<file path="config.mk">
export PLATFORM = sky130hd
export DESIGN_NAME = fls_ctrl
export DESIGN_NICKNAME = d
export VERILOG_FILES = /design/src/fls_pkg.sv /design/src/fls_cycle.sv /design/src/fls_ctrl.sv
export SDC_FILE = /design/constraint.sdc
export NUM_CORES = 1
export LEC_CHECK = 0
export BUFFER_PORTS_ARGS = -buffer_cell sky130_fd_sc_hd__buf_2
export CAP_MARGIN = 40
export CELL_PAD_IN_SITES_DETAIL_PLACEMENT = 1
export CELL_PAD_IN_SITES_GLOBAL_PLACEMENT = 2
export CORE_ASPECT_RATIO = 2
export CORE_MARGIN = 2
export CORE_UTILIZATION = 30
export DETAILED_ROUTE_END_ITERATION = 8
export PLACE_DENSITY = 0.86
export SLEW_MARGIN = 20
export SYNTH_ARGS = -nofsm -noshare
export SYNTH_HDL_FRONTEND = slang
export SYNTH_SLANG_ARGS = --single-unit
export TNS_END_PERCENT = 10
</file>
<file path="constraint.sdc">
create_clock -name clk -period 3.6 [get_ports clk]
set_input_delay 0.72 -clock clk [delete_from_list [all_inputs] [get_ports clk]]
set_output_delay 0.72 -clock clk [all_outputs]
set_load 0.03 [all_outputs]
</file>
<file path="src/fls_pkg.sv">
package fls_pkg;

  // Register byte offsets
  localparam logic [7:0] REG_CTRL       = 8'h00;
  localparam logic [7:0] REG_BLOCK_ADDR = 8'h04;
  localparam logic [7:0] REG_TARGET     = 8'h08;
  localparam logic [7:0] REG_DATA       = 8'h0C;
  localparam logic [7:0] REG_STATUS     = 8'h10;
  localparam logic [7:0] REG_IRQ_STAT   = 8'h14;
  localparam logic [7:0] REG_IRQ_MASK   = 8'h18;

  // Control register fields
  localparam int CTRL_OP_LSB    = 0;
  localparam int CTRL_START     = 3;
  localparam int CTRL_SET_WP    = 4;
  localparam int CTRL_CHECK     = 5;
  localparam int CTRL_RETRY_ALL = 6;
  localparam int CTRL_RP_ASSERT = 8;

  // Event bits of the interrupt status and mask registers
  localparam int EV_DONE      = 0;
  localparam int EV_ERASE_ERR = 1;
  localparam int EV_WRITE_ERR = 2;
  localparam int EV_SEQ_ERR   = 3;
  localparam int EV_VPP_LOW   = 4;
  localparam int EV_REFUSED   = 5;
  localparam int EV_W         = 6;

  // Flash status byte fields
  localparam int ST_READY     = 7;
  localparam int ST_ERASE_ERR = 5;
  localparam int ST_WRITE_ERR = 4;
  localparam int ST_VPP_LOW   = 3;

  // Operations
  typedef enum logic [2:0] {
    OP_READ_ARRAY    = 3'b000,
    OP_CLEAR_STATUS  = 3'b001,
    OP_WP_RESET      = 3'b010,
    OP_LOCK_BLOCK    = 3'b011,
    OP_TWO_BYTE      = 3'b100,
    OP_ERASE_ALL     = 3'b101,
    OP_BLOCK_ERASE   = 3'b110,
    OP_RECOVER_ERASE = 3'b111
  } fls_op_e;

  // Flash command bytes
  localparam logic [7:0] CMD_READ_ARRAY  = 8'hFF;
  localparam logic [7:0] CMD_CLEAR_STAT  = 8'h50;
  localparam logic [7:0] CMD_WP_RESET    = 8'h47;
  localparam logic [7:0] CMD_WP_SET      = 8'h57;
  localparam logic [7:0] CMD_LOCK_BLOCK  = 8'h77;
  localparam logic [7:0] CMD_CONFIRM     = 8'hD0;
  localparam logic [7:0] CMD_TWO_BYTE    = 8'hFB;
  localparam logic [7:0] CMD_ERASE_ALL   = 8'hA7;
  localparam logic [7:0] CMD_BLOCK_ERASE = 8'h20;

  // Addresses
  localparam int ADDR_W = 19;
  localparam int BYTE_SEL_BIT = 10;
  localparam logic [18:0] ADDR_ANY = 19'h0_0000;
  localparam logic [18:0] ADDR_WP  = 19'h0_00FF;

  // Step encoding: kind, address select, data select, constant
  localparam logic [1:0] K_END  = 2'd0;
  localparam logic [1:0] K_WR   = 2'd1;
  localparam logic [1:0] K_POLL = 2'd2;
  localparam logic [1:0] K_OPT  = 2'd3;
  localparam logic [1:0] A_ANY  = 2'd0;
  localparam logic [1:0] A_WP   = 2'd1;
  localparam logic [1:0] A_BA   = 2'd2;
  localparam logic [1:0] A_WA   = 2'd3;
  localparam logic [1:0] D_CONST  = 2'd0;
  localparam logic [1:0] D_FIRST  = 2'd1;
  localparam logic [1:0] D_SECOND = 2'd2;
  localparam logic [1:0] D_ERASE  = 2'd3;

  // Bus cycle timing
  localparam int CLK_NS      = 8;
  localparam int T_SETUP_NS  = 20;
  localparam int T_STROBE_NS = 100;
  localparam int T_RECOV_NS  = 50;
  localparam int SETUP_CYC   = (T_SETUP_NS + CLK_NS - 1) / CLK_NS;
  localparam int STROBE_CYC  = (T_STROBE_NS + CLK_NS - 1) / CLK_NS;
  localparam int RECOV_CYC   = (T_RECOV_NS + CLK_NS - 1) / CLK_NS;

endpackage : fls_pkg

</file>
<file path="src/fls_cycle.sv">
`timescale 1ns/100ps
module fls_cycle (
  // Clock and reset
  input  wire logic        clk,
  input  wire logic        rst,
  // Request
  input  wire logic        req,
  input  wire logic        req_read,
  input  wire logic [18:0] req_addr,
  input  wire logic [7:0]  req_wdata,
  output logic             done,
  output logic [7:0]       rdata,
  // Flash pins
  output logic [18:0]      flash_addr,
  output logic [7:0]       flash_dq_o,
  input  wire logic [7:0]  flash_dq_i,
  output logic             flash_dq_oe,
  output logic             flash_ce_n,
  output logic             flash_oe_n,
  output logic             flash_we_n
);

  typedef enum logic [1:0] {
    C_IDLE   = 2'b00,
    C_SETUP  = 2'b01,
    C_STROBE = 2'b10,
    C_RECOV  = 2'b11
  } fls_cyc_e;

  fls_cyc_e   state_q;
  logic [4:0] cnt_q;
  logic       read_q;

  always_ff @(posedge clk) begin
    if (rst) begin
      state_q     <= C_IDLE;
      cnt_q       <= 5'd0;
      read_q      <= 1'b0;
      done        <= 1'b0;
      rdata       <= 8'h00;
      flash_addr  <= 19'h0_0000;
      flash_dq_o  <= 8'h00;
      flash_dq_oe <= 1'b0;
      flash_ce_n  <= 1'b1;
      flash_oe_n  <= 1'b1;
      flash_we_n  <= 1'b1;
    end else begin
      done <= 1'b0;
      unique case (state_q)
        C_IDLE: begin
          if (req) begin
            read_q      <= req_read;
            flash_addr  <= req_addr;
            flash_dq_o  <= req_wdata;
            flash_dq_oe <= !req_read;
            flash_ce_n  <= 1'b0;
            cnt_q       <= 5'(fls_pkg::SETUP_CYC - 1);
            state_q     <= C_SETUP;
          end
        end
        C_SETUP: begin
          if (cnt_q == 5'd0) begin
            flash_oe_n <= !read_q;
            flash_we_n <= read_q;
            cnt_q      <= 5'(fls_pkg::STROBE_CYC - 1);
            state_q    <= C_STROBE;
          end else begin
            cnt_q <= cnt_q - 5'd1;
          end
        end
        C_STROBE: begin
          if (cnt_q == 5'd0) begin
            // Every read ends with CE and OE high so the next one refreshes status
            if (read_q) begin
              rdata <= flash_dq_i;
            end
            flash_oe_n <= 1'b1;
            flash_we_n <= 1'b1;
            flash_ce_n <= 1'b1;
            cnt_q      <= 5'(fls_pkg::RECOV_CYC - 1);
            state_q    <= C_RECOV;
          end else begin
            cnt_q <= cnt_q - 5'd1;
          end
        end
        C_RECOV: begin
          if (cnt_q == 5'd0) begin
            flash_dq_oe <= 1'b0;
            done        <= 1'b1;
            state_q     <= C_IDLE;
          end else begin
            cnt_q <= cnt_q - 5'd1;
          end
        end
      endcase
    end
  end

endmodule : fls_cycle

</file>
<file path="src/fls_ctrl.sv">
// Operation
// - Clear error bits before next program or erase
// - Low voltage: clear, unprotect, retry, reprotect
// - Voltage fine: clear and retry erase (the recover operation here also unprotects with 47H, D0H at 0FFH first)
// - After reset abort: clear, unprotect, retry, reprotect
// - Poll status anywhere, toggling strobes each read
// - Unprotect is 47H then D0H at 0FFH
// - Lock: 77H, D0H at block, poll, protect
// - FBH then byte chosen by address bit 10
// - Full status check per write or sequence
// - Write FFH last to return to array
// - Erase all unlocked: A7H, D0H, poll
// - Retry erase-all or erase blocks one by one
//
// Chosen here: strobed register access and the register offsets.
`timescale 1ns/100ps
module fls_ctrl (
  // Clock and reset
  input  wire logic        clk,
  input  wire logic        rst,
  // Register port
  input  wire logic [7:0]  reg_addr,
  input  wire logic [31:0] reg_wdata,
  input  wire logic        reg_wr,
  input  wire logic        reg_rd,
  output logic [31:0]      reg_rdata,
  output logic             irq,
  // Flash pins
  output logic [18:0]      flash_addr,
  output logic [7:0]       flash_dq_o,
  input  wire logic [7:0]  flash_dq_i,
  output logic             flash_dq_oe,
  output logic             flash_ce_n,
  output logic             flash_oe_n,
  output logic             flash_we_n,
  output logic             deep_powerdown_reset_n
);

  typedef enum logic [2:0] {
    S_IDLE  = 3'b000,
    S_FETCH = 3'b001,
    S_WAIT  = 3'b010,
    S_CHECK = 3'b011,
    S_CWAIT = 3'b100,
    S_DONE  = 3'b101
  } fls_seq_e;

  // Step table: {kind, address select, data select, constant}
  function automatic logic [13:0] fls_step(input logic [2:0] op, input logic [3:0] idx);
    logic [13:0] s;
    s = {fls_pkg::K_END, fls_pkg::A_ANY, fls_pkg::D_CONST, 8'h00};
    unique case (op)
      fls_pkg::OP_READ_ARRAY: begin
        if (idx == 4'd0) s = {fls_pkg::K_WR, fls_pkg::A_ANY, fls_pkg::D_CONST,
                               fls_pkg::CMD_READ_ARRAY};
      end
      fls_pkg::OP_CLEAR_STATUS: begin
        if (idx == 4'd0) s = {fls_pkg::K_WR, fls_pkg::A_ANY, fls_pkg::D_CONST,
                               fls_pkg::CMD_CLEAR_STAT};
      end
      fls_pkg::OP_WP_RESET: begin
        unique case (idx)
          4'd0: s = {fls_pkg::K_WR, fls_pkg::A_ANY, fls_pkg::D_CONST, fls_pkg::CMD_WP_RESET};
          4'd1: s = {fls_pkg::K_WR, fls_pkg::A_WP, fls_pkg::D_CONST, fls_pkg::CMD_CONFIRM};
          4'd2: s = {fls_pkg::K_POLL, fls_pkg::A_ANY, fls_pkg::D_CONST, 8'h00};
          default: ;
        endcase
      end
      fls_pkg::OP_LOCK_BLOCK: begin
        unique case (idx)
          4'd0: s = {fls_pkg::K_WR, fls_pkg::A_ANY, fls_pkg::D_CONST, fls_pkg::CMD_LOCK_BLOCK};
          4'd1: s = {fls_pkg::K_WR, fls_pkg::A_BA, fls_pkg::D_CONST, fls_pkg::CMD_CONFIRM};
          4'd2: s = {fls_pkg::K_POLL, fls_pkg::A_ANY, fls_pkg::D_CONST, 8'h00};
          // Protect set reloads the real lock bits
          4'd3: s = {fls_pkg::K_WR, fls_pkg::A_ANY, fls_pkg::D_CONST, fls_pkg::CMD_WP_SET};
          4'd4: s = {fls_pkg::K_WR, fls_pkg::A_WP, fls_pkg::D_CONST, fls_pkg::CMD_CONFIRM};
          4'd5: s = {fls_pkg::K_POLL, fls_pkg::A_ANY, fls_pkg::D_CONST, 8'h00};
          default: ;
        endcase
      end
      fls_pkg::OP_TWO_BYTE: begin
        unique case (idx)
          4'd0: s = {fls_pkg::K_POLL, fls_pkg::A_ANY, fls_pkg::D_CONST, 8'h00};
          4'd1: s = {fls_pkg::K_WR, fls_pkg::A_ANY, fls_pkg::D_CONST, fls_pkg::CMD_TWO_BYTE};
          4'd2: s = {fls_pkg::K_WR, fls_pkg::A_WA, fls_pkg::D_FIRST, 8'h00};
          4'd3: s = {fls_pkg::K_WR, fls_pkg::A_WA, fls_pkg::D_SECOND, 8'h00};
          4'd4: s = {fls_pkg::K_POLL, fls_pkg::A_ANY, fls_pkg::D_CONST, 8'h00};
          default: ;
        endcase
      end
      fls_pkg::OP_ERASE_ALL: begin
        unique case (idx)
          4'd0: s = {fls_pkg::K_WR, fls_pkg::A_ANY, fls_pkg::D_CONST, fls_pkg::CMD_ERASE_ALL};
          4'd1: s = {fls_pkg::K_WR, fls_pkg::A_ANY, fls_pkg::D_CONST, fls_pkg::CMD_CONFIRM};
          4'd2: s = {fls_pkg::K_POLL, fls_pkg::A_ANY, fls_pkg::D_CONST, 8'h00};
          default: ;
        endcase
      end
      fls_pkg::OP_BLOCK_ERASE: begin
        unique case (idx)
          4'd0: s = {fls_pkg::K_WR, fls_pkg::A_ANY, fls_pkg::D_CONST, fls_pkg::CMD_BLOCK_ERASE};
          4'd1: s = {fls_pkg::K_WR, fls_pkg::A_BA, fls_pkg::D_CONST, fls_pkg::CMD_CONFIRM};
          4'd2: s = {fls_pkg::K_POLL, fls_pkg::A_ANY, fls_pkg::D_CONST, 8'h00};
          default: ;
        endcase
      end
      fls_pkg::OP_RECOVER_ERASE: begin
        unique case (idx)
          4'd0: s = {fls_pkg::K_WR, fls_pkg::A_ANY, fls_pkg::D_CONST, fls_pkg::CMD_CLEAR_STAT};
          4'd1: s = {fls_pkg::K_WR, fls_pkg::A_ANY, fls_pkg::D_CONST, fls_pkg::CMD_WP_RESET};
          4'd2: s = {fls_pkg::K_WR, fls_pkg::A_WP, fls_pkg::D_CONST, fls_pkg::CMD_CONFIRM};
          4'd3: s = {fls_pkg::K_POLL, fls_pkg::A_ANY, fls_pkg::D_CONST, 8'h00};
          4'd4: s = {fls_pkg::K_WR, fls_pkg::A_ANY, fls_pkg::D_ERASE, 8'h00};
          4'd5: s = {fls_pkg::K_WR, fls_pkg::A_BA, fls_pkg::D_CONST, fls_pkg::CMD_CONFIRM};
          4'd6: s = {fls_pkg::K_POLL, fls_pkg::A_ANY, fls_pkg::D_CONST, 8'h00};
          4'd7: s = {fls_pkg::K_OPT, fls_pkg::A_ANY, fls_pkg::D_CONST, 8'h00};
          4'd8: s = {fls_pkg::K_WR, fls_pkg::A_ANY, fls_pkg::D_CONST, fls_pkg::CMD_WP_SET};
          4'd9: s = {fls_pkg::K_WR, fls_pkg::A_WP, fls_pkg::D_CONST, fls_pkg::CMD_CONFIRM};
          4'd10: s = {fls_pkg::K_POLL, fls_pkg::A_ANY, fls_pkg::D_CONST, 8'h00};
          default: ;
        endcase
      end
      default: ;
    endcase
    return s;
  endfunction : fls_step

  fls_seq_e    state_q;
  logic [2:0]  op_q;
  logic [3:0]  idx_q;
  logic        set_wp_q;
  logic        check_q;
  logic        retry_all_q;
  logic        rp_q;
  logic [18:0] block_q;
  logic [18:0] target_q;
  logic [15:0] data_q;
  logic [7:0]  stat_q;
  logic [fls_pkg::EV_W-1:0] ev_q;
  logic [fls_pkg::EV_W-1:0] mask_q;
  logic [fls_pkg::EV_W-1:0] ev_set;
  logic [31:0] rdata_q;

  logic        cyc_req;
  logic        cyc_read;
  logic [18:0] cyc_addr;
  logic [7:0]  cyc_wdata;
  logic        cyc_done;
  logic [7:0]  cyc_rdata;
  logic [13:0] step;
  logic [1:0]  kind;
  logic        start;
  logic        dev_err;
  logic        needs_clean;
  logic        hi_first;

  assign step     = fls_step(op_q, idx_q);
  assign kind     = step[13:12];
  assign start    = reg_wr && reg_addr == fls_pkg::REG_CTRL && reg_wdata[fls_pkg::CTRL_START];
  assign hi_first = target_q[fls_pkg::BYTE_SEL_BIT];
  // Error bits latched in the flash stay until cleared
  assign dev_err  = stat_q[fls_pkg::ST_VPP_LOW] | stat_q[fls_pkg::ST_WRITE_ERR]
                  | stat_q[fls_pkg::ST_ERASE_ERR];
  assign needs_clean = reg_wdata[2:0] == fls_pkg::OP_LOCK_BLOCK
                    || reg_wdata[2:0] == fls_pkg::OP_TWO_BYTE
                    || reg_wdata[2:0] == fls_pkg::OP_ERASE_ALL
                    || reg_wdata[2:0] == fls_pkg::OP_BLOCK_ERASE;

  // Address and data of the current step
  always_comb begin
    cyc_req   = 1'b0;
    cyc_read  = 1'b0;
    cyc_addr  = fls_pkg::ADDR_ANY;
    cyc_wdata = step[7:0];
    unique case (step[11:10])
      fls_pkg::A_ANY: cyc_addr = fls_pkg::ADDR_ANY;
      fls_pkg::A_WP:  cyc_addr = fls_pkg::ADDR_WP;
      fls_pkg::A_BA:  cyc_addr = block_q;
      fls_pkg::A_WA:  cyc_addr = target_q;
    endcase
    unique case (step[9:8])
      fls_pkg::D_CONST:  cyc_wdata = step[7:0];
      fls_pkg::D_FIRST:  cyc_wdata = hi_first ? data_q[15:8] : data_q[7:0];
      fls_pkg::D_SECOND: cyc_wdata = hi_first ? data_q[7:0] : data_q[15:8];
      fls_pkg::D_ERASE:  cyc_wdata = retry_all_q ? fls_pkg::CMD_ERASE_ALL
                                                 : fls_pkg::CMD_BLOCK_ERASE;
    endcase
    if (state_q == S_FETCH && (kind == fls_pkg::K_WR || kind == fls_pkg::K_POLL)) begin
      cyc_req  = 1'b1;
      cyc_read = kind == fls_pkg::K_POLL;
    end else if (state_q == S_CHECK) begin
      cyc_req  = 1'b1;
      cyc_read = 1'b1;
    end
  end

  // Sequencer
  always_ff @(posedge clk) begin
    if (rst) begin
      state_q <= S_IDLE;
      idx_q   <= 4'd0;
    end else begin
      unique case (state_q)
        S_IDLE: begin
          if (start && !(needs_clean && dev_err)) begin
            idx_q   <= 4'd0;
            state_q <= S_FETCH;
          end
        end
        S_FETCH: begin
          if (kind == fls_pkg::K_END || (kind == fls_pkg::K_OPT && !set_wp_q)) begin
            state_q <= check_q ? S_CHECK : S_DONE;
          end else if (kind == fls_pkg::K_OPT) begin
            idx_q <= idx_q + 4'd1;
          end else begin
            state_q <= S_WAIT;
          end
        end
        S_WAIT: begin
          if (cyc_done) begin
            // Busy status means read again with a fresh strobe
            if (!(kind == fls_pkg::K_POLL && !cyc_rdata[fls_pkg::ST_READY])) begin
              idx_q <= idx_q + 4'd1;
            end
            state_q <= S_FETCH;
          end
        end
        S_CHECK: state_q <= S_CWAIT;
        S_CWAIT: begin
          if (cyc_done) begin
            state_q <= S_DONE;
          end
        end
        S_DONE:  state_q <= S_IDLE;
        default: state_q <= S_IDLE;
      endcase
    end
  end

  // Last status byte seen; its error bits 5:3 cleared with the clear-status command
  always_ff @(posedge clk) begin
    if (rst) begin
      stat_q <= 8'h00;
    end else if (cyc_done && (state_q == S_CWAIT || (state_q == S_WAIT && kind == fls_pkg::K_POLL))) begin
      stat_q <= cyc_rdata;
    end else if (cyc_done && state_q == S_WAIT && cyc_wdata == fls_pkg::CMD_CLEAR_STAT) begin
      stat_q <= {stat_q[7:6], 3'b000, stat_q[2:0]};
    end
  end

  // Events
  always_comb begin
    ev_set = '0;
    ev_set[fls_pkg::EV_REFUSED] = start && state_q == S_IDLE && needs_clean && dev_err;
    if (state_q == S_CWAIT && cyc_done) begin
      // Both error bits together mean a bad command sequence
      ev_set[fls_pkg::EV_SEQ_ERR]   = cyc_rdata[fls_pkg::ST_ERASE_ERR]
                                    & cyc_rdata[fls_pkg::ST_WRITE_ERR];
      ev_set[fls_pkg::EV_ERASE_ERR] = cyc_rdata[fls_pkg::ST_ERASE_ERR]
                                    & !cyc_rdata[fls_pkg::ST_WRITE_ERR];
      ev_set[fls_pkg::EV_WRITE_ERR] = cyc_rdata[fls_pkg::ST_WRITE_ERR]
                                    & !cyc_rdata[fls_pkg::ST_ERASE_ERR];
      // Low voltage tells software which recovery path applies
      ev_set[fls_pkg::EV_VPP_LOW]   = cyc_rdata[fls_pkg::ST_VPP_LOW];
    end
    ev_set[fls_pkg::EV_DONE] = state_q == S_DONE;
  end

  // Control registers
  always_ff @(posedge clk) begin
    if (rst) begin
      op_q        <= fls_pkg::OP_READ_ARRAY;
      set_wp_q    <= 1'b0;
      check_q     <= 1'b0;
      retry_all_q <= 1'b0;
      rp_q        <= 1'b0;
      block_q     <= 19'h0_0000;
      target_q    <= 19'h0_0000;
      data_q      <= 16'h0000;
      mask_q      <= '0;
    end else if (reg_wr) begin
      unique case (reg_addr)
        fls_pkg::REG_CTRL: begin
          // Operation fields held steady while a sequence runs
          if (state_q == S_IDLE) begin
            op_q        <= reg_wdata[2:0];
            set_wp_q    <= reg_wdata[fls_pkg::CTRL_SET_WP];
            check_q     <= reg_wdata[fls_pkg::CTRL_CHECK];
            retry_all_q <= reg_wdata[fls_pkg::CTRL_RETRY_ALL];
          end
          rp_q <= reg_wdata[fls_pkg::CTRL_RP_ASSERT];
        end
        fls_pkg::REG_BLOCK_ADDR: block_q  <= reg_wdata[18:0];
        fls_pkg::REG_TARGET:     target_q <= reg_wdata[18:0];
        fls_pkg::REG_DATA:       data_q   <= reg_wdata[15:0];
        fls_pkg::REG_IRQ_MASK:   mask_q   <= reg_wdata[fls_pkg::EV_W-1:0];
        default: ;
      endcase
    end
  end

  // Sticky events; a new event wins over a clear in the same cycle
  always_ff @(posedge clk) begin
    if (rst) begin
      ev_q <= '0;
    end else if (reg_wr && reg_addr == fls_pkg::REG_IRQ_STAT) begin
      ev_q <= (ev_q & ~reg_wdata[fls_pkg::EV_W-1:0]) | ev_set;
    end else begin
      ev_q <= ev_q | ev_set;
    end
  end

  // Read data one cycle after the strobe
  always_ff @(posedge clk) begin
    if (rst) begin
      rdata_q <= 32'h0000_0000;
    end else if (reg_rd) begin
      unique case (reg_addr)
        fls_pkg::REG_CTRL:       rdata_q <= {23'h00_0000, rp_q, 1'b0, retry_all_q, check_q,
                                             set_wp_q, 1'b0, op_q};
        fls_pkg::REG_BLOCK_ADDR: rdata_q <= {13'h0000, block_q};
        fls_pkg::REG_TARGET:     rdata_q <= {13'h0000, target_q};
        fls_pkg::REG_DATA:       rdata_q <= {16'h0000, data_q};
        fls_pkg::REG_STATUS:     rdata_q <= {16'h0000, stat_q, 7'h00, state_q != S_IDLE};
        fls_pkg::REG_IRQ_STAT:   rdata_q <= {26'h000_0000, ev_q};
        fls_pkg::REG_IRQ_MASK:   rdata_q <= {26'h000_0000, mask_q};
        default:                 rdata_q <= 32'h0000_0000;
      endcase
    end else begin
      rdata_q <= 32'h0000_0000;
    end
  end

  assign reg_rdata = rdata_q;
  assign irq       = |(ev_q & mask_q);
  assign deep_powerdown_reset_n = !rp_q;

  fls_cycle u_cycle (
    .clk         (clk),
    .rst         (rst),
    .req         (cyc_req),
    .req_read    (cyc_read),
    .req_addr    (cyc_addr),
    .req_wdata   (cyc_wdata),
    .done        (cyc_done),
    .rdata       (cyc_rdata),
    .flash_addr  (flash_addr),
    .flash_dq_o  (flash_dq_o),
    .flash_dq_i  (flash_dq_i),
    .flash_dq_oe (flash_dq_oe),
    .flash_ce_n  (flash_ce_n),
    .flash_oe_n  (flash_oe_n),
    .flash_we_n  (flash_we_n)
  );

endmodule : fls_ctrl

</file>
==> results of run 1 <==
[metrics by stage]
stage	setup WS [ns]	total power [mW]	instance area, um2	util	TNS, ns
after global routing	0.0907	4.02	9240	0.369	0
final	0.314	3.90	9240	0.369	0
after global placement	0.0213	2.04	8570	0.342	0
after detailed placement	-0.0914	2.05	8570	0.342	-0.145
after CTS	0.0496	3.93	9190	0.367	0
after floorplan	0.187	1.94	7700	-	0
[worst max-delay path by stage]
stage / start / to / slack [ns] / cells past startpoint
6_report: idx_q[0]$_SDFFE_PP0P_ / u_cycle.flash_addr[17]$_SDFFE_PP0P_ / 0.31 / 16
5_1_grt: idx_q[0]$_SDFFE_PP0P_ / u_cycle.flash_dq_o[5]$_SDFFE_PP0P_ / 0.09 / 15
4_1_cts: idx_q[0]$_SDFFE_PP0P_ / u_cycle.flash_addr[10]$_SDFFE_PP0P_ / 0.05 / 14
3_5_place_dp: idx_q[0]$_SDFFE_PP0P_ / u_cycle.flash_addr[10]$_SDFFE_PP0P_ / -0.09 / 14
3_3_place_gp: idx_q[0]$_SDFFE_PP0P_ / u_cycle.flash_addr[10]$_SDFFE_PP0P_ / 0.02 / 14
2_1_floorplan: idx_q[3]$_SDFFE_PP0P_ / u_cycle.flash_addr[16]$_SDFFE_PP0P_ / 0.19 / 15
[critical path, cell delays in order, from the launching register on]
cell	delay (ns)
dfxtp_1	0.43
inv_1	0.10
ha_1	0.23
nor2b_1	0.18
buf_4	0.16
nand2_1	0.05
o21ai_0	0.07
nand3_1	0.09
a21oi_1	0.08
or2_2	0.34
ha_1	0.31
a21o_1	0.20
buf_4	0.14
nor2_2	0.28
buf_12	0.24
nor2_1	0.07
nor3_1	0.19
[layout by cell type, fill, tap and decap left out, drive strengths merged, types with 4 or more instances in the layout]
cell type and instances:
nor2 116, clkinv 6, mux2i 33, a221oi 17, nand2 146, inv 23, o21ai 24, a211oi 17
o31ai 6, clkbuf 20, ha 12, conb 13, or2 4, nand2b 10, a22oi 46, a21oi 100
and3 15, dfxtp 155, buf 140, nor2b 12, nor3 25, nor3b 5, o21bai 5, nand3 29
o211ai 4, a32oi 4, a31oi 8, mux2 5, o22ai 7, and3b 4
[power groups by stage]
stage               Combinational [mW]  Sequential, mW  Clock, mW
detailed placement               0.272            1.77          0
finish                           0.276            1.73       1.89
floorplan                        0.167            1.78          0
global placement                 0.263            1.77          0
global route                     0.297            1.74       1.99
CTS                              0.272            1.73       1.93
[kinds of logic (layout without fill, tap and decap cells)]
kind of cell | count (synthesis) | after routing
and+or+nand+nor | 385 | 385
AOI/OAI and AO/OA | 266 | 266
DFF | 155 | 155
buffers and inverters | 110 | 194
muxes | 38 | 38
adders and majority gates | 12 | 12
xor gates and xnor gates | 4 | 4
other | 1 | 13
[routing by layer]
metal,vias to the layer above,share of wire,track usage
li1,3584,-,-
met1,3787,0.35,0.219
met2,223,0.55,0.411
met3,83,0.035,0.0366
met4,0,0.063,0.138
met5,-,0,0
[layout make-up]
type	instances	area share
multi-input cells	718	0.449
flip-flops and latches	155	0.336
repair buffers	140	0.0945
clock buffers	20	0.0483
well taps	336	0.0455
clock inverters	12	0.0179
inverters	22	0.00894
[what timing repair did]
item	4_1_cts	5_1_grt
resized for setup	2	3
endpoints found under the setup margin	11	9
setup buffers	0	1
gates cloned	0	0
pin swaps	0	1
[sequential cells by signal (all words and copies together) (netlist names), 2 cells and up]
signal and flops:
block_q 19, op_q 3, target_q 19, u_cycle.flash_addr 19, u_cycle.state_q 2, u_cycle.cnt_q 5
stat_q 8, data_q 16, reg_rdata 19, u_cycle.flash_dq_o 8, u_cycle.rdata 8, ev_q 6
state_q 3, mask_q 6, idx_q 4
==> out/results.txt, run 1 <==
Critical path class -> reg2reg
Synthesized area -> 7660 um2
Initial drt markers -> 397
F_max -> 304 MHz
Max Slew Vio Count -> 0
Boundary Pins -> 117
Distinct cells, synth -> 65
XOR/XNOR Fraction of Synth Area -> 0.00637
Mean area per synthesized cell -> 7.89 um2
FP Rows -> 82
Mux share of post-synthesis cell area -> 0.0505
Final ANT Viol Nets -> 0
Comb power frac -> 0.071
Final instance count without filler cells -> 1403
Worst R2R End -> u_cycle.flash_addr[17]$_SDFFE_PP0P_
Largest family of logic cells by synthesized area -> simple AND/OR/NAND/NOR gates
Maximum vdd drop -> 300 uV
Via Count -> 7677
Period utilisation layout -> 0.913
Clock transition at the registers of the reported paths -> 0.07 ns
Worst slew margin -> 0.457
Area share of fa/ha/maj cells after synthesis -> 0.0196
Hold buffers post-CTS -> 0
Clk root buf -> clkbuf_16
Most common cell in the netlist -> dfxtp_1
Total track usage -> 0.221
Mapped Cells -> 971
Register Area -> 3100 um2
Synth Area in Simple Gates -> 0.228
Core ar. -> 25000 um2
Post-DP HPWL -> 21.8 mm
Die X-Extent -> 117 um
Hold EP -> u_cycle.cnt_q[4]$_SDFFE_PP0P_
Worst-case clock buffer depth -> 2
Crit path time final -> 3.29 ns
Port buffer count -> 90
Initial Utilization -> 0.306
Vias in the first global route -> 7981
Post-synth top area share -> 0.405
Seq pwr share -> 0.445
Antenna diode count -> 0
Status -> finished clean
Clock Skew -> 0.0100 ns
CTS tree -> built
Die area -> 26900 um2
Setup violators final -> 0
Nature of the critical path endpoint -> flop
Arr. time, crit path -> 3.64 ns
Max_cap viols -> 0
DRT Pass-1 Iters -> 5
Synth cell count leaders -> 155 x dfxtp_1, 146 x nand2_1, 116 x nor2_1
Fillers -> 3119
Startpoint of the worst hold path -> u_cycle.cnt_q[4]$_SDFFE_PP0P_
Sink Count -> 155
Initial antenna violation count -> 0
RSZ-0062 raised after global routing -> no
First-pass GRT wire length -> 44.6 mm
Ys async rst share -> 0
DRC viols -> 0
Hold path depth -> 2
EDFF count, synth -> 0
Final hold vios -> 0
Inst Count DP -> 1369
Total power per unit cell area -> 422 nW/um2
DR WL/cell -> 20.7 um
Biggest area consumer among synthesized cells -> dfxtp_1
Main flop type after synthesis -> dfxtp_1
Slew @ Worst Pin -> 0.803 ns
Final nets -> 1118
Die Y -> 230 um
Total grt overflow -> 0
Largest net degree at the start of global routing -> 80
Startpoint types -> flop
Clock insertion delay at the later pin of the skew report -> 0.44 ns
Hold Slack -> 0.456 ns
Worst hold path type -> reg2reg
CP max FO -> 26
Share of cells above drive strength 1 -> 0.177
Worst r2r src -> idx_q[0]$_SDFFE_PP0P_
FF-to-FF setup slack -> 0.31 ns
Post-synthesis sequential area ratio -> 0.405
Net Sw Frac -> 0.250
GPL Wtd Cong -> 0.895
Total Wirelength -> 29.1 mm
Via density per instance -> 5.47
Critical Path RT -> 3.95 ns
Top cells by area, synth -> dfxtp_1 41%, nand2_1 7.2%, a21oi_1 6.5%
Synthesis Warnings -> 0
Clock power share -> 0.485
Register bit count reported by yosys -> 155
Reg2Reg Depth -> 16
P_sw -> 976 uW
Htree depth -> 4
Synth-to-Final Area Change -> 20.6%
Internal -> 2.93 mW
Multi-input gate area -> 4150 um2
Total clock buffers created by CTS -> 17
Leak -> 3.40 nW
Compound-gate portion of the synthesized area -> 0.227
Note: power is estimated with default switching activity, not from simulation.
==> inputs of run 2 (changes only) <==
Settings changed: BUFFER_PORTS_ARGS -buffer_cell sky130_fd_sc_hd__buf_2 to not set, CORE_UTILIZATION 30 to 35, CTS_BUF_LIST set to sky130_fd_sc_hd__clkbuf_8, DONT_BUFFER_PORTS set to 1, PLACE_DENSITY 0.86 to 0.89.
==> out/results.txt, run 2 (same netlist as run 1, synthesis figures left out) <==
Largest net degree at the start of global routing -> 135 (+69%)
Core ar. -> 21500 um2 (-14%)
First-pass GRT wire length -> 41.9 mm (-6.1%)
Total power per unit cell area -> 382 nW/um2 (-9.5%)
Max incr delay on CP -> 0.44 ns (about the same)
Critical path class -> reg2reg
Status -> finished clean
Initial antenna violation count -> 0 (unchanged)
Port buffer count -> 0 (-100%)
Hold path depth -> 1 (-1)
CP cell instances -> inv_1 -> ha_1 -> nor2b_1 -> a2111oi_0 -> a311oi_1 -> nor2_1 -> o21ai_0 -> a21oi_2 -> ha_1 -> a21o_1 -> or2_4 -> or3_1 -> a21oi_1
Boundary Pins -> 117 (unchanged)
GPL Wtd Cong -> 0.902 (+0.83%)
Period utilisation layout -> 0.902 (-0.0110)
Nature of the critical path endpoint -> flop
Worst slew margin -> 0.481 (+0.0234)
Total grt overflow -> 0 (unchanged)
Total clock buffers created by CTS -> 17 (unchanged)
Die Y -> 213 um (-7.3%)
Post-DP HPWL -> 20.3 mm (-6.7%)
Share of cells above drive strength 1 -> 0.0920 (-0.0851)
Worst path most repeated cell -> ha_1
Final hold vios -> 0 (unchanged)
Initial drt markers -> 511 (+29%)
CTS tree -> built
Setup TNS -> 0 ns (unchanged)
Critical-path top delay cell -> dfxtp_1
Via Count -> 7271 (-5.3%)
Commonest non-fill, non-tap cell in the layout -> dfxtp_1
F_max -> 308 MHz (+1.2%)
Vias in the first global route -> 7373 (-7.6%)
Htree depth -> 4 (unchanged)
Total track usage -> 0.242 (+0.0207)
Die area -> 23200 um2 (-14%)
Startpoint types -> flop
Max Slew Vio Count -> 0 (unchanged)
Via density per instance -> 5.86 (+7.2%)
Power, Total -> 3.20 mW (-18%)
Most frequent cells in the layout -> 155 x dfxtp_1, 146 x nand2_1, 114 x nor2_1
Dpl ws -> 0.0780 ns (+0.169 ns)
Worst-case clock buffer depth -> 2 (unchanged)
DRT Pass-1 Iters -> 5 (unchanged)
Arr. time, crit path -> 3.67 ns (+0.03 ns)
Final nets -> 1019 (-8.9%)
Post-CTS setup buffer count -> 0 (unchanged)
Initial Utilization -> 0.356 (+0.0504)
CP max FO -> 16 (-38%)
Final ANT Viol Nets -> 0 (unchanged)
Reg2Reg Depth -> 13 (-3)
Worst hold path type -> in2reg
Antenna diode count -> 0 (unchanged)
Clock Skew -> 0.0222 ns (+0.0121 ns)
DR WL/cell -> 22.0 um (+6.3%)
Sink Count -> 155 (unchanged)
Maximum vdd drop -> 324 uV (+8.0%)
Die X-Extent -> 109 um (-7.2%)
Final setup margin -> 0.354 ns (+0.0395 ns)
Design Area, Final -> 8370 um2 (-9.4%)
Synth-to-Final Area Change -> 9.30%
Critical Path RT -> 4.03 ns (+0.08 ns)
Crit path time final -> 3.25 ns (-0.0395 ns)
Slew @ Worst Pin -> 0.773 ns (-0.0304 ns)
Clock transition at the registers of the reported paths -> 0.10 ns (+0.03 ns)
Final design utilization -> 0.389 (+0.0204)
Leak -> 2.81 nW (-17%)
RSZ-0062 raised after global routing -> no
Max_cap viols -> 0 (unchanged)
Setup violators final -> 0 (unchanged)
Placed inst area -> 8000 um2 (-6.7%)
Clock insertion delay at the later pin of the skew report -> 0.50 ns (+0.06 ns)
DRC viols -> 0 (unchanged)
Clk root buf -> clkbuf_8
Total Wirelength -> 27.3 mm (-6.1%)
FP Rows -> 76 (-7.3%)
run 2: worst paths after layout:
| path | startpoint | end | slack (ns) |
|---|---|---|---|
| worst max-delay path | idx_q[0]$_SDFFE_PP0P_ | u_cycle.flash_dq_o[2]$_SDFFE_PP0P_ | 0.35 |
| worst min-delay path | rst | u_cycle.flash_addr[8]$_SDFFE_PP0P_ | 0.30 |
| worst max register to register | idx_q[0]$_SDFFE_PP0P_ | u_cycle.flash_dq_o[2]$_SDFFE_PP0P_ | 0.35 |
| worst min register to register | u_cycle.cnt_q[4]$_SDFFE_PP0P_ | u_cycle.cnt_q[4]$_SDFFE_PP0P_ | 0.47 |
run 2: per-layer routing:
metal,wire length (um),track usage
met5,0,0
met4,1180,0.126
met3,1300,0.0510
met2,15300,0.462
met1,9510,0.237
run 2: area by class of cell:
class	count	area [um2]
clock buffers	18	248
fillers	2667	13100
clock inverters	13	116
repair buffers	41	340
well taps	273	342
multi-input cells	718	4140
flip-flops and latches	155	3100
inverters	22	82.6
run 2: worst max-delay path, delay by kind of cell, from the launching register on:
kind	cells	cell delay, ns
buffers and inverters	1	0.10
and+or+nand+nor	4	1.02
AOI/OAI and AO/OA	6	1.11
adders and majority gates	2	0.49
DFF	1	0.44
run 2: where the power goes:
| group | internal (mW) | total [mW] | switching, mW |
|---|---|---|---|
| Combinational | 0.0595 | 0.178 | 0.118 |
| Clock | 0.566 | 1.28 | 0.715 |
| Sequential | 1.72 | 1.74 | 0.0163 |
| Total | 2.35 | 3.20 | 0.849 |
run 2: through the flow:
| stage | std cells | hold slack, ns |
|---|---|---|
| after floorplan | 983 | 0.421 |
| after global placement | 1208 | 0.432 |
| after detailed placement | 1209 | 0.450 |
| after CTS | 1240 | 0.284 |
| after global routing | 1240 | 0.285 |
| final | 1240 | 0.302 |
run 2: what timing repair did:
item	CTS	global route
endpoints found under the setup margin	0	21
gates resized for setup	0	3
hold buffers	0	0
hold endpoints to repair	0	0
